<file path="config.mk">
export PLATFORM = sky130hd
export DESIGN_NAME = qpc_core
export DESIGN_NICKNAME = d
export VERILOG_FILES = /design/src/logic/qpc_pkg.sv /design/src/logic/qpc_link_if.sv /design/src/logic/qpc_link_rx.sv /design/src/logic/qpc_core.sv
export SDC_FILE = /design/constraint.sdc
export NUM_CORES = 1
export LEC_CHECK = 0
export BUFFER_PORTS_ARGS = -buffer_cell sky130_fd_sc_hd__buf_4
export CAP_MARGIN = 0
export CORE_MARGIN = 2
export CORE_UTILIZATION = 51
export CTS_CLUSTER_SIZE = 30
export DETAILED_ROUTE_END_ITERATION = 8
export PLACE_DENSITY = 0.76
export SLEW_MARGIN = 10
export SYNTH_ARGS = -nofsm -noshare
export SYNTH_HDL_FRONTEND = slang
export SYNTH_SLANG_ARGS = --single-unit
</file>
<file path="constraint.sdc">
create_clock -name clock_in -period 2.6 [get_ports clock_in]
set_input_delay 0 -clock clock_in [delete_from_list [all_inputs] [get_ports clock_in]]
set_output_delay 0 -clock clock_in [all_outputs]
set_load 0.01 [all_outputs]
</file>
<file path="src/logic/qpc_pkg.sv">
package qpc_pkg;
   // Array sizes
   localparam int POTS = 4;
   localparam int SETS = 4;
   localparam int POS_W = 6;
   localparam int TAPS = 64;
   localparam int BYTE_BITS = 8;
   // Instruction byte fields
   localparam int OP_MSB = 7;
   localparam int OP_LSB = 4;
   localparam int REG_MSB = 3;
   localparam int REG_LSB = 2;
   localparam int POT_MSB = 1;
   localparam int POT_LSB = 0;
   // Address byte fields
   localparam int TYPE_MSB = 7;
   localparam int TYPE_LSB = 4;
   localparam int SEL_MSB = 3;
   localparam int SEL_LSB = 0;
   // Device type code, value is arbitrary
   localparam logic [3:0] DEVICE_TYPE_DEF = 4'hA;
   // Opcodes
   localparam logic [3:0] OP_RD_WIPER = 4'h9;
   localparam logic [3:0] OP_WR_WIPER = 4'hA;
   localparam logic [3:0] OP_RD_SET = 4'hB;
   localparam logic [3:0] OP_WR_SET = 4'hC;
   localparam logic [3:0] OP_LOAD_SET = 4'hD;
   localparam logic [3:0] OP_SAVE_WIPER = 4'hE;
   localparam logic [3:0] OP_GLOAD_SET = 4'h1;
   localparam logic [3:0] OP_GSAVE_WIPER = 4'h8;
   localparam logic [3:0] OP_STEP = 4'h2;
   // Wiper limits
   localparam logic [5:0] WIPER_MAX = 6'h3F;
   localparam logic [5:0] WIPER_MIN = 6'h00;
   // Reset values
   localparam logic [3:0] CNT_RST = 4'h0;
   localparam logic [7:0] SHIFT_RST = 8'h00;
   localparam logic [3:0] LINE_RST = 4'hF;
   // Timing: longest write time, rounded down to cycles
   localparam int CLK_KHZ = 50000;
   localparam int NV_WRITE_MS = 10;
   localparam int NV_WRITE_CYCLES = NV_WRITE_MS * CLK_KHZ;
   // Link state, one-hot
   typedef enum logic [8:0] {
      ST_IDLE  = 9'h001,
      ST_ADDR  = 9'h002,
      ST_ACK_A = 9'h004,
      ST_INSTR = 9'h008,
      ST_ACK_I = 9'h010,
      ST_DRX   = 9'h020,
      ST_ACK_D = 9'h040,
      ST_DTX   = 9'h080,
      ST_STEP  = 9'h100
   } qpc_state_type;
   // Opcodes that the block accepts
   function automatic logic op_known(input logic [3:0] op);
      case (op)
         OP_RD_WIPER, OP_WR_WIPER, OP_RD_SET, OP_WR_SET, OP_LOAD_SET,
         OP_SAVE_WIPER, OP_GLOAD_SET, OP_GSAVE_WIPER, OP_STEP: op_known = 1'b1;
         default: op_known = 1'b0;
      endcase
   endfunction : op_known
   // One closed switch per wiper value
   function automatic logic [63:0] tap_decode(input logic [5:0] pos);
      tap_decode = 64'h1 << pos;
   endfunction : tap_decode
endpackage : qpc_pkg

</file>
<file path="src/logic/qpc_link_if.sv">
`timescale 1ns/1ps
`default_nettype none
// Line events from the sampler to the command logic
interface qpc_link_if;
   logic scl_rise;  // Clock line went high
   logic scl_fall;  // Clock line went low
   logic start;     // Data fell while clock high
   logic stop;      // Data rose while clock high
   logic sda_level; // Synchronised data level
   modport rx (output scl_rise, output scl_fall, output start,
      output stop, output sda_level);
   modport core (input scl_rise, input scl_fall, input start,
      input stop, input sda_level);
endinterface : qpc_link_if
`default_nettype wire

</file>
<file path="src/logic/qpc_link_rx.sv">
`timescale 1ns/1ps
`default_nettype none
// Samples both bus lines and finds their edges
module qpc_link_rx (
   input wire logic clock_in,
   input wire logic reset_in,
   input wire logic scl_in,
   input wire logic sda_in,
   qpc_link_if.rx link
);
   // Bit 0 synchroniser, bit 1 stable, bit 2 previous
   logic [2:0] scl_q;
   logic [2:0] scl_d;
   logic [2:0] sda_q;
   logic [2:0] sda_d;

   // Shift chains; idle bus reads high
   always_comb begin
      scl_d = {scl_q[1:0], scl_in};
      sda_d = {sda_q[1:0], sda_in};
      // Pin reaches the first flop untouched; later stages idle high
      if (reset_in) begin
         scl_d[2:1] = 2'h3;
         sda_d[2:1] = 2'h3;
      end
   end

   // Register only
   always_ff @(posedge clock_in) begin
      scl_q <= scl_d;
      sda_q <= sda_d;
   end

   // Edge events; stage 0 never feeds these gates
   assign link.scl_rise = scl_q[1] & ~scl_q[2];
   assign link.scl_fall = ~scl_q[1] & scl_q[2];
   assign link.start = scl_q[1] & scl_q[2] & ~sda_q[1] & sda_q[2];
   assign link.stop = scl_q[1] & scl_q[2] & sda_q[1] & ~sda_q[2];
   assign link.sda_level = sda_q[1];
endmodule : qpc_link_rx
`default_nettype wire

</file>
<file path="src/logic/qpc_core.sv">
`timescale 1ns/1ps
`default_nettype none
// Command logic of four digital pots behind a two-wire link
module qpc_core #(
   parameter int NV_WRITE_CYCLES = qpc_pkg::NV_WRITE_CYCLES,
   parameter logic [3:0] DEVICE_TYPE = qpc_pkg::DEVICE_TYPE_DEF
) (
   input wire logic clock_in,
   input wire logic reset_in,
   input wire logic scl_in,
   input wire logic sda_in,
   output logic sda_out,
   output logic sda_oe_n_out,
   input wire logic [3:0] device_select_bits_in,
   output logic [23:0] wiper_position_bits_out,
   output logic [255:0] tap_select_out,
   output logic nv_busy_out
);
   localparam int CNT_W = $clog2(NV_WRITE_CYCLES + 1);

   qpc_link_if lnk ();

   // Line sampler
   qpc_link_rx u_rx (
      .clock_in(clock_in),
      .reset_in(reset_in),
      .scl_in(scl_in),
      .sda_in(sda_in),
      .link(lnk)
   );

   qpc_pkg::qpc_state_type state_q, state_d; // Link phase
   logic [3:0] bit_cnt_q, bit_cnt_d;   // Bits moved in this byte
   logic [7:0] sr_q, sr_d;             // Shift register, both ways
   logic sda_oe_n_q, sda_oe_n_d;       // Low while pulling data low
   logic [3:0] op_q, op_d;             // Latched opcode
   logic [1:0] reg_q, reg_d;           // Latched register select
   logic [1:0] pot_q, pot_d;           // Latched pot select
   logic [5:0] data_q, data_d;         // Received setting bits
   logic pend_q, pend_d;               // Command waits for stop
   logic step_arm_q, step_arm_d;       // Step seen at clock rise
   logic step_up_q, step_up_d;         // Direction of that step
   logic [3:0] dsel_q1, dsel_q2;       // Select pin synchroniser
   logic nv_busy_q, nv_busy_d;         // Nonvolatile write running
   logic [CNT_W-1:0] nv_cnt_q, nv_cnt_d;
   logic [5:0] wiper_q [qpc_pkg::POTS];
   logic [5:0] wiper_d [qpc_pkg::POTS];
   // Nonvolatile store: untouched by reset; erased part reads zero
   // sixteen nonvolatile settings
   logic [5:0] set_q [qpc_pkg::POTS][qpc_pkg::SETS] = '{default: 6'h00};
   logic [5:0] set_d [qpc_pkg::POTS][qpc_pkg::SETS];
   logic [255:0] tap_q, tap_d;
   logic addr_ok;                      // Address byte is ours
   logic nv_start;                     // Begin nonvolatile write

   // Select pins come from outside, two flops first
   always_ff @(posedge clock_in) begin
      dsel_q1 <= device_select_bits_in;
      dsel_q2 <= dsel_q1;
   end

   // type and select match, not while busy
   assign addr_ok = (sr_q[qpc_pkg::TYPE_MSB:qpc_pkg::TYPE_LSB] == DEVICE_TYPE)
      && (sr_q[qpc_pkg::SEL_MSB:qpc_pkg::SEL_LSB] == dsel_q2) && !nv_busy_q;

   // Protocol, registers and commands
   always_comb begin
      state_d = state_q;
      bit_cnt_d = bit_cnt_q;
      sr_d = sr_q;
      sda_oe_n_d = sda_oe_n_q;
      op_d = op_q;
      reg_d = reg_q;
      pot_d = pot_q;
      data_d = data_q;
      pend_d = pend_q;
      step_arm_d = step_arm_q;
      step_up_d = step_up_q;
      wiper_d = wiper_q;
      set_d = set_q;
      nv_start = 1'b0;
      if (lnk.start) begin
         // Start from anywhere drops an unfinished command
         state_d = qpc_pkg::ST_ADDR;
         bit_cnt_d = qpc_pkg::CNT_RST;
         sda_oe_n_d = 1'b1;
         pend_d = 1'b0;
         step_arm_d = 1'b0;
      end else if (lnk.stop) begin
         state_d = qpc_pkg::ST_IDLE;
         sda_oe_n_d = 1'b1;
         pend_d = 1'b0;
         step_arm_d = 1'b0;
         // Commands finish here, after the stop
         if (pend_q) begin
            case (op_q)
               qpc_pkg::OP_WR_SET: begin
                  set_d[pot_q][reg_q] = data_q;
                  nv_start = 1'b1;
               end
               qpc_pkg::OP_LOAD_SET: wiper_d[pot_q] = set_q[pot_q][reg_q];
               qpc_pkg::OP_SAVE_WIPER: begin
                  set_d[pot_q][reg_q] = wiper_q[pot_q];
                  nv_start = 1'b1;
               end
               qpc_pkg::OP_GLOAD_SET: begin
                  for (int p = 0; p < qpc_pkg::POTS; p++) begin
                     wiper_d[p] = set_q[p][reg_q];
                  end
               end
               qpc_pkg::OP_GSAVE_WIPER: begin
                  for (int p = 0; p < qpc_pkg::POTS; p++) begin
                     set_d[p][reg_q] = wiper_q[p];
                  end
                  nv_start = 1'b1;
               end
               default: nv_start = 1'b0;
            endcase
         end
      end else begin
         case (state_q)
            // Receiving bytes: sample at rise, ack after 8th fall
            qpc_pkg::ST_ADDR, qpc_pkg::ST_INSTR, qpc_pkg::ST_DRX: begin
               if (lnk.scl_rise && bit_cnt_q < 4'(qpc_pkg::BYTE_BITS)) begin
                  sr_d = {sr_q[6:0], lnk.sda_level};
                  bit_cnt_d = bit_cnt_q + 4'h1;
               end else if (lnk.scl_fall &&
                  bit_cnt_q == 4'(qpc_pkg::BYTE_BITS)) begin
                  bit_cnt_d = qpc_pkg::CNT_RST;
                  if (state_q == qpc_pkg::ST_ADDR) begin
                     state_d = addr_ok ? qpc_pkg::ST_ACK_A : qpc_pkg::ST_IDLE;
                     sda_oe_n_d = !addr_ok;
                  end else if (state_q == qpc_pkg::ST_INSTR) begin
                     op_d = sr_q[qpc_pkg::OP_MSB:qpc_pkg::OP_LSB];
                     reg_d = sr_q[qpc_pkg::REG_MSB:qpc_pkg::REG_LSB];
                     pot_d = sr_q[qpc_pkg::POT_MSB:qpc_pkg::POT_LSB];
                     // unknown opcode: no ack, back to idle
                     if (qpc_pkg::op_known(
                        sr_q[qpc_pkg::OP_MSB:qpc_pkg::OP_LSB])) begin
                        state_d = qpc_pkg::ST_ACK_I;
                        sda_oe_n_d = 1'b0;
                     end else begin
                        state_d = qpc_pkg::ST_IDLE;
                     end
                  end else begin
                     // ack data; top two bits ignored
                     state_d = qpc_pkg::ST_ACK_D;
                     sda_oe_n_d = 1'b0;
                     data_d = sr_q[5:0];
                     if (op_q == qpc_pkg::OP_WR_WIPER) begin
                        wiper_d[pot_q] = sr_q[5:0];
                     end
                  end
               end
            end
            // address acked, release at next fall
            qpc_pkg::ST_ACK_A: begin
               if (lnk.scl_fall) begin
                  state_d = qpc_pkg::ST_INSTR;
                  sda_oe_n_d = 1'b1;
               end
            end
            // Instruction acked; branch by opcode
            qpc_pkg::ST_ACK_I: begin
               if (lnk.scl_fall) begin
                  sda_oe_n_d = 1'b1;
                  case (op_q)
                     qpc_pkg::OP_RD_WIPER, qpc_pkg::OP_RD_SET: begin
                        // two zeros, then six bits, MSB first
                        sr_d = (op_q == qpc_pkg::OP_RD_WIPER) ?
                           {2'b00, wiper_q[pot_q]} :
                           {2'b00, set_q[pot_q][reg_q]};
                        sda_oe_n_d = sr_d[7];
                        sr_d = {sr_d[6:0], 1'b0};
                        bit_cnt_d = 4'h1;
                        state_d = qpc_pkg::ST_DTX;
                     end
                     qpc_pkg::OP_WR_WIPER, qpc_pkg::OP_WR_SET: begin
                        bit_cnt_d = qpc_pkg::CNT_RST;
                        state_d = qpc_pkg::ST_DRX;
                     end
                     qpc_pkg::OP_STEP: state_d = qpc_pkg::ST_STEP;
                     default: begin
                        // Two-byte transfers wait for the stop
                        pend_d = 1'b1;
                        state_d = qpc_pkg::ST_IDLE;
                     end
                  endcase
               end
            end
            // Data acked; write-setting waits for the stop
            qpc_pkg::ST_ACK_D: begin
               if (lnk.scl_fall) begin
                  sda_oe_n_d = 1'b1;
                  pend_d = (op_q == qpc_pkg::OP_WR_SET);
                  state_d = qpc_pkg::ST_IDLE;
               end
            end
            // Sending data; master ack ignored, stop expected
            qpc_pkg::ST_DTX: begin
               if (lnk.scl_fall) begin
                  if (bit_cnt_q == 4'(qpc_pkg::BYTE_BITS)) begin
                     sda_oe_n_d = 1'b1;
                     state_d = qpc_pkg::ST_IDLE;
                  end else begin
                     sda_oe_n_d = sr_q[7];
                     sr_d = {sr_q[6:0], 1'b0};
                     bit_cnt_d = bit_cnt_q + 4'h1;
                  end
               end
            end
            // level at rise picks direction, fall applies it
            qpc_pkg::ST_STEP: begin
               if (lnk.scl_rise) begin
                  step_arm_d = 1'b1;
                  step_up_d = lnk.sda_level;
               end else if (lnk.scl_fall && step_arm_q) begin
                  step_arm_d = 1'b0;
                  if (step_up_q && wiper_q[pot_q] != qpc_pkg::WIPER_MAX) begin
                     wiper_d[pot_q] = wiper_q[pot_q] + 6'h01;
                  end else if (!step_up_q &&
                     wiper_q[pot_q] != qpc_pkg::WIPER_MIN) begin
                     wiper_d[pot_q] = wiper_q[pot_q] - 6'h01;
                  end
               end
            end
            default: state_d = state_q;
         endcase
      end
      if (reset_in) begin
         state_d = qpc_pkg::ST_IDLE;
         bit_cnt_d = qpc_pkg::CNT_RST;
         sr_d = qpc_pkg::SHIFT_RST;
         sda_oe_n_d = 1'b1;
         op_d = qpc_pkg::LINE_RST;
         reg_d = 2'h0;
         pot_d = 2'h0;
         data_d = qpc_pkg::WIPER_MIN;
         pend_d = 1'b0;
         step_arm_d = 1'b0;
         step_up_d = 1'b0;
         set_d = set_q;
         nv_start = 1'b0;
         // wipers come back from setting zero
         for (int p = 0; p < qpc_pkg::POTS; p++) begin
            wiper_d[p] = set_q[p][0];
         end
      end
   end

   // busy for the full write time, then free
   always_comb begin
      nv_busy_d = nv_busy_q;
      nv_cnt_d = nv_cnt_q;
      if (nv_start) begin
         nv_busy_d = 1'b1;
         nv_cnt_d = CNT_W'(NV_WRITE_CYCLES - 1);
      end else if (nv_busy_q) begin
         if (nv_cnt_q == '0) begin
            nv_busy_d = 1'b0;
         end else begin
            nv_cnt_d = nv_cnt_q - CNT_W'(1);
         end
      end
      // Power loss ends the busy time; the new setting is kept
      if (reset_in) begin
         nv_busy_d = 1'b0;
         nv_cnt_d = '0;
      end
   end

   always_comb begin
      tap_d = '0;
      for (int p = 0; p < qpc_pkg::POTS; p++) begin
         tap_d[p*qpc_pkg::TAPS +: qpc_pkg::TAPS] =
            reset_in ? 64'h0 : qpc_pkg::tap_decode(wiper_q[p]);
      end
   end

   // Register only
   always_ff @(posedge clock_in) begin
      state_q <= state_d;
      bit_cnt_q <= bit_cnt_d;
      sr_q <= sr_d;
      sda_oe_n_q <= sda_oe_n_d;
      op_q <= op_d;
      reg_q <= reg_d;
      pot_q <= pot_d;
      data_q <= data_d;
      pend_q <= pend_d;
      step_arm_q <= step_arm_d;
      step_up_q <= step_up_d;
      wiper_q <= wiper_d;
      set_q <= set_d;
      nv_busy_q <= nv_busy_d;
      nv_cnt_q <= nv_cnt_d;
      tap_q <= tap_d;
   end

   // Open-drain: only ever pulls low
   assign sda_out = 1'b0;
   assign sda_oe_n_out = sda_oe_n_q;
   assign nv_busy_out = nv_busy_q;
   assign tap_select_out = tap_q;
   always_comb begin
      for (int p = 0; p < qpc_pkg::POTS; p++) begin
         wiper_position_bits_out[p*qpc_pkg::POS_W +: qpc_pkg::POS_W] =
            wiper_q[p];
      end
   end
endmodule : qpc_core
`default_nettype wire

</file>
==> impl_results.md <==
- Tcrit/Tclk final: 1.08
- Status: complete, but fails checks
- Num rows: 68
- Final setup fails: 1
- Setup TNS: -0.201 ns
- Unrepaired setup endpoints after global routing: yes
- 1st-iter DRT viols: roughly 1,500
- TritonCTS clock tree: done
- Highest cell delay on the worst timing path: ~0.57 ns
- Clk sinks: 450
- Seq cells post-synth: 450
- Mean post-synth cell area: 10.1 um^2
- TritonCTS Buffers: 44
- Slew HR: 0.378
- Final RePlAce weighted congestion: 0.948
- Root buf cell: clkbuf_16
- Cell Area, Synth: 17,700 um^2
- Post-layout min period: roughly 2.8 ns
- Tot GR Track Use: 0.288
- Clock latency on the worst-skew pair: 0.55 ns
- WS Path Type: reg -> reg
- Final Max Slew Viols: 0
- Vias in the first global route: ~15,000
- WL final: approximately 54 mm
- Via count: around 16,000
- First-pass GRT wire length: between 80 and 90 mm
- CP arrival: between 3 and 4 ns
- Port-buffer cells: slightly below 300
- Vias per cell: 5.92
- Drt drc: 0
- R2r worst-path depth: 10
- Endpoint class of the critical path: register
- Fillers: approximately 2,700
- Hold Vio Cnt, Final: 0
- CTS max path bufs: 3
- Ys flop type: dfxtp_1
- Max Freq: approximately 360 MHz
- Final WS setup: -0.201 ns
- Die ar.: 36,300 um^2
- Die Y: 190 um
- Setup Skew: ~0.015 ns
- Syn Nets: around 1,800
- Least-Margin Pin Slew: roughly 0.92 ns
- Failing checks: setup timing
- Area contributors post-synth: dfxtp_1 (37%), edfxtp_1 (20%), nor2_1 (7.1%), mux4_2 (4.2%), a22oi_1 (4.1%)
- Busiest grt layer: met2
- Post-route ant nets: 0
- I/O pin count: about 290
- Crit path max-delay cell type: mux4_2
- Sequential area share after synthesis: 0.576
- Worst Hold Class: in -> reg
- First-pass iteration count of the detailed router: 7
- CP Max Fanout: 6
- Lkg Pwr: roughly 9 nW
- Post-synth EDFFs: between 100 and 150
- WHS Path Cells: 3
- Layout Nets: approximately 2,200
- Routed length per instance: around 21 um
- Type of origin of the critical path: register
- Mapped Cells: 1,751
- CP Data Required Time: ~3.0 ns
- Netlist cell types: 73
- Layout cell share with drive strength beyond 1: 0.274
- Chip width: between 150 and 200 um
- Core area: approximately 34,000 um^2
- Antenna diode instance count: 0
- Post-Place Worst Slack: -0.154 ns
- Htree depth: 2
- Top cell type's share of synthesized area: 0.373
- Area growth syn-to-layout: 29.3%
- Initial Util: 0.516
- Largest area contributor in the netlist: dfxtp_1
- Largest net degree at the start of global routing: 80
- Power Density: 625 nW/um^2
- Reg clk slew, reported paths: 0.07 ns
- GR Util met1: 0.373
- DP Wirelength: around 38 mm
- Ys Warns: 0
- VDD IR-drop max: about 0.59 mV
- Fraction of registers with async set/reset: 0
- Crit-path cells: buf_12 -> mux4_2 -> mux4_2 -> nand2_1 -> nand2_1 -> o211ai_1 -> a21oi_1 -> ha_1 -> a211o_1 -> a22o_1
- GR Util met2: 0.460
- Final Hold Slack: roughly 0.018 ns
- Max cap viols: 0
- Initial antenna violation count: 0
- Grt met3 use: 0.0664
- Total gr overflow: 0
-- metrics by stage --
step,area (um^2),total power [mW],std cells,utilization
after floorplan,17800,7.72,1751,-
after global placement,21200,7.98,2529,0.617
after detailed placement,21200,7.99,2529,0.617
after CTS,22800,14.4,2615,0.663
after global routing,22900,14.7,2624,0.667
final,22900,14.3,2624,0.667
-- layout by cell type, fill, tap and decap left out, types with 31 or more instances in the layout --
| master | instances |
|---|---|
| a21oi_1 | 86 |
| a22oi_1 | 98 |
| buf_4 | 448 |
| clkbuf_16 | 52 |
| dfxtp_1 | 328 |
| edfxtp_1 | 120 |
| mux2i_1 | 31 |
| mux4_2 | 33 |
| nand2_1 | 143 |
| nand3_1 | 36 |
| nor2_1 | 329 |
| nor2b_1 | 43 |
| o21ai_0 | 109 |
-- repair_timing --
action	CTS	global route
pin swaps	1	5
hold buffers	6	0
gates resized for setup	1	16
hold endpoints to repair	6	0
buffers inserted	3	8
gates cloned	0	1
setup endpoints to repair	9	66
-- registers in the layout (all words and copies together), names as in the netlist, 2 cells and up, named ones only --
| register | count |
|---|---|
| bit_cnt_q | 4 |
| data_q | 6 |
| dsel_q1 | 4 |
| dsel_q2 | 4 |
| nv_cnt_q | 19 |
| op_q | 4 |
| pot_q | 2 |
| reg_q | 2 |
| set_q | 96 |
| sr_q | 8 |
| state_q | 9 |
| tap_select_out | 256 |
| u_rx.scl_q | 3 |
| u_rx.sda_q | 3 |
| wiper_position_bits_out | 24 |
-- final cells by class --
type	instances	area, um^2	area share
clock buffer	67	1400	0.0609
timing repair buffer	460	3550	0.155
clock inverter	10	87.6	0.00382
multi-input combinational	1164	7040	0.307
inverter	18	67.6	0.00295
tap	455	569	0.0248
sequential	450	10200	0.446
-- final timing paths --
path	endpoint	from	slack [ns]
worst max-delay path	register	reg_q[0]	-0.20
worst min-delay path	pot_q[0]	reset_in	0.02
worst min register to register	dsel_q2[1]	dsel_q1[1]	0.32
worst max register to register	register	reg_q[0]	-0.20
-- logic make-up after synthesis --
| family | after synthesis | share of synthesized area |
|---|---|---|
| AOI/OAI and AO/OA | 381 | 0.137 |
| muxes | 66 | 0.0607 |
| buffers and inverters | 137 | 0.0327 |
| xor gates and xnor gates | 25 | 0.0123 |
| DFF | 450 | 0.576 |
| and+or+nand+nor | 685 | 0.177 |
| other | 1 | 0.000211 |
| adders and majority gates | 6 | 0.00423 |
-- synth_stat cells (all sizes together), types with 6 or more instances --
cell type and number:
nand3 36, xnor2 14, nand3b 6, o21ai 119, nor2b 43, a211o 6
ha 6, nand4 9, o211ai 13, a22oi 98, or3 14, mux2i 31
and2 7, nor4 8, nor3 21, nor2 335, nand4b 8, and3 6
xor2 11, dfxtp 330, or2 7, edfxtp 120, inv 18, mux4 33
a21oi 86, buf 33, clkbuf 86, nor3b 11, nand2 143, nand2b 17
o22ai 11, o221ai 13
-- critical path: cells and delay by family (launching register included) --
| kind | cells | cell delay (ns) |
|---|---|---|
| mux | 2 | 1.07 |
| compound gates | 4 | 0.63 |
| flops | 1 | 0.38 |
| fa+ha+maj | 1 | 0.31 |
| buf+inv | 1 | 0.14 |
| simple gates | 2 | 0.14 |
-- per-layer routing --
| layer | vias up | part of all wire | wire length [um] |
|---|---|---|---|
| met3 | 181 | 0.11 | 5940 |
| met2 | 949 | 0.45 | 24500 |
| li1 | 6987 | - | - |
| met4 | 0 | 0.045 | 2420 |
| met1 | 7418 | 0.39 | 21300 |
| met5 | - | 0 | 0 |
-- power breakdown --
group	switching, mW	leakage, nW	total [mW]	internal, mW
Combinational	0.398	4.32	0.618	0.219
Sequential	0.0388	3.79	7.26	7.22
Clock	2.64	0.729	6.46	3.81
Note: power is estimated with default switching activity, not from simulation.
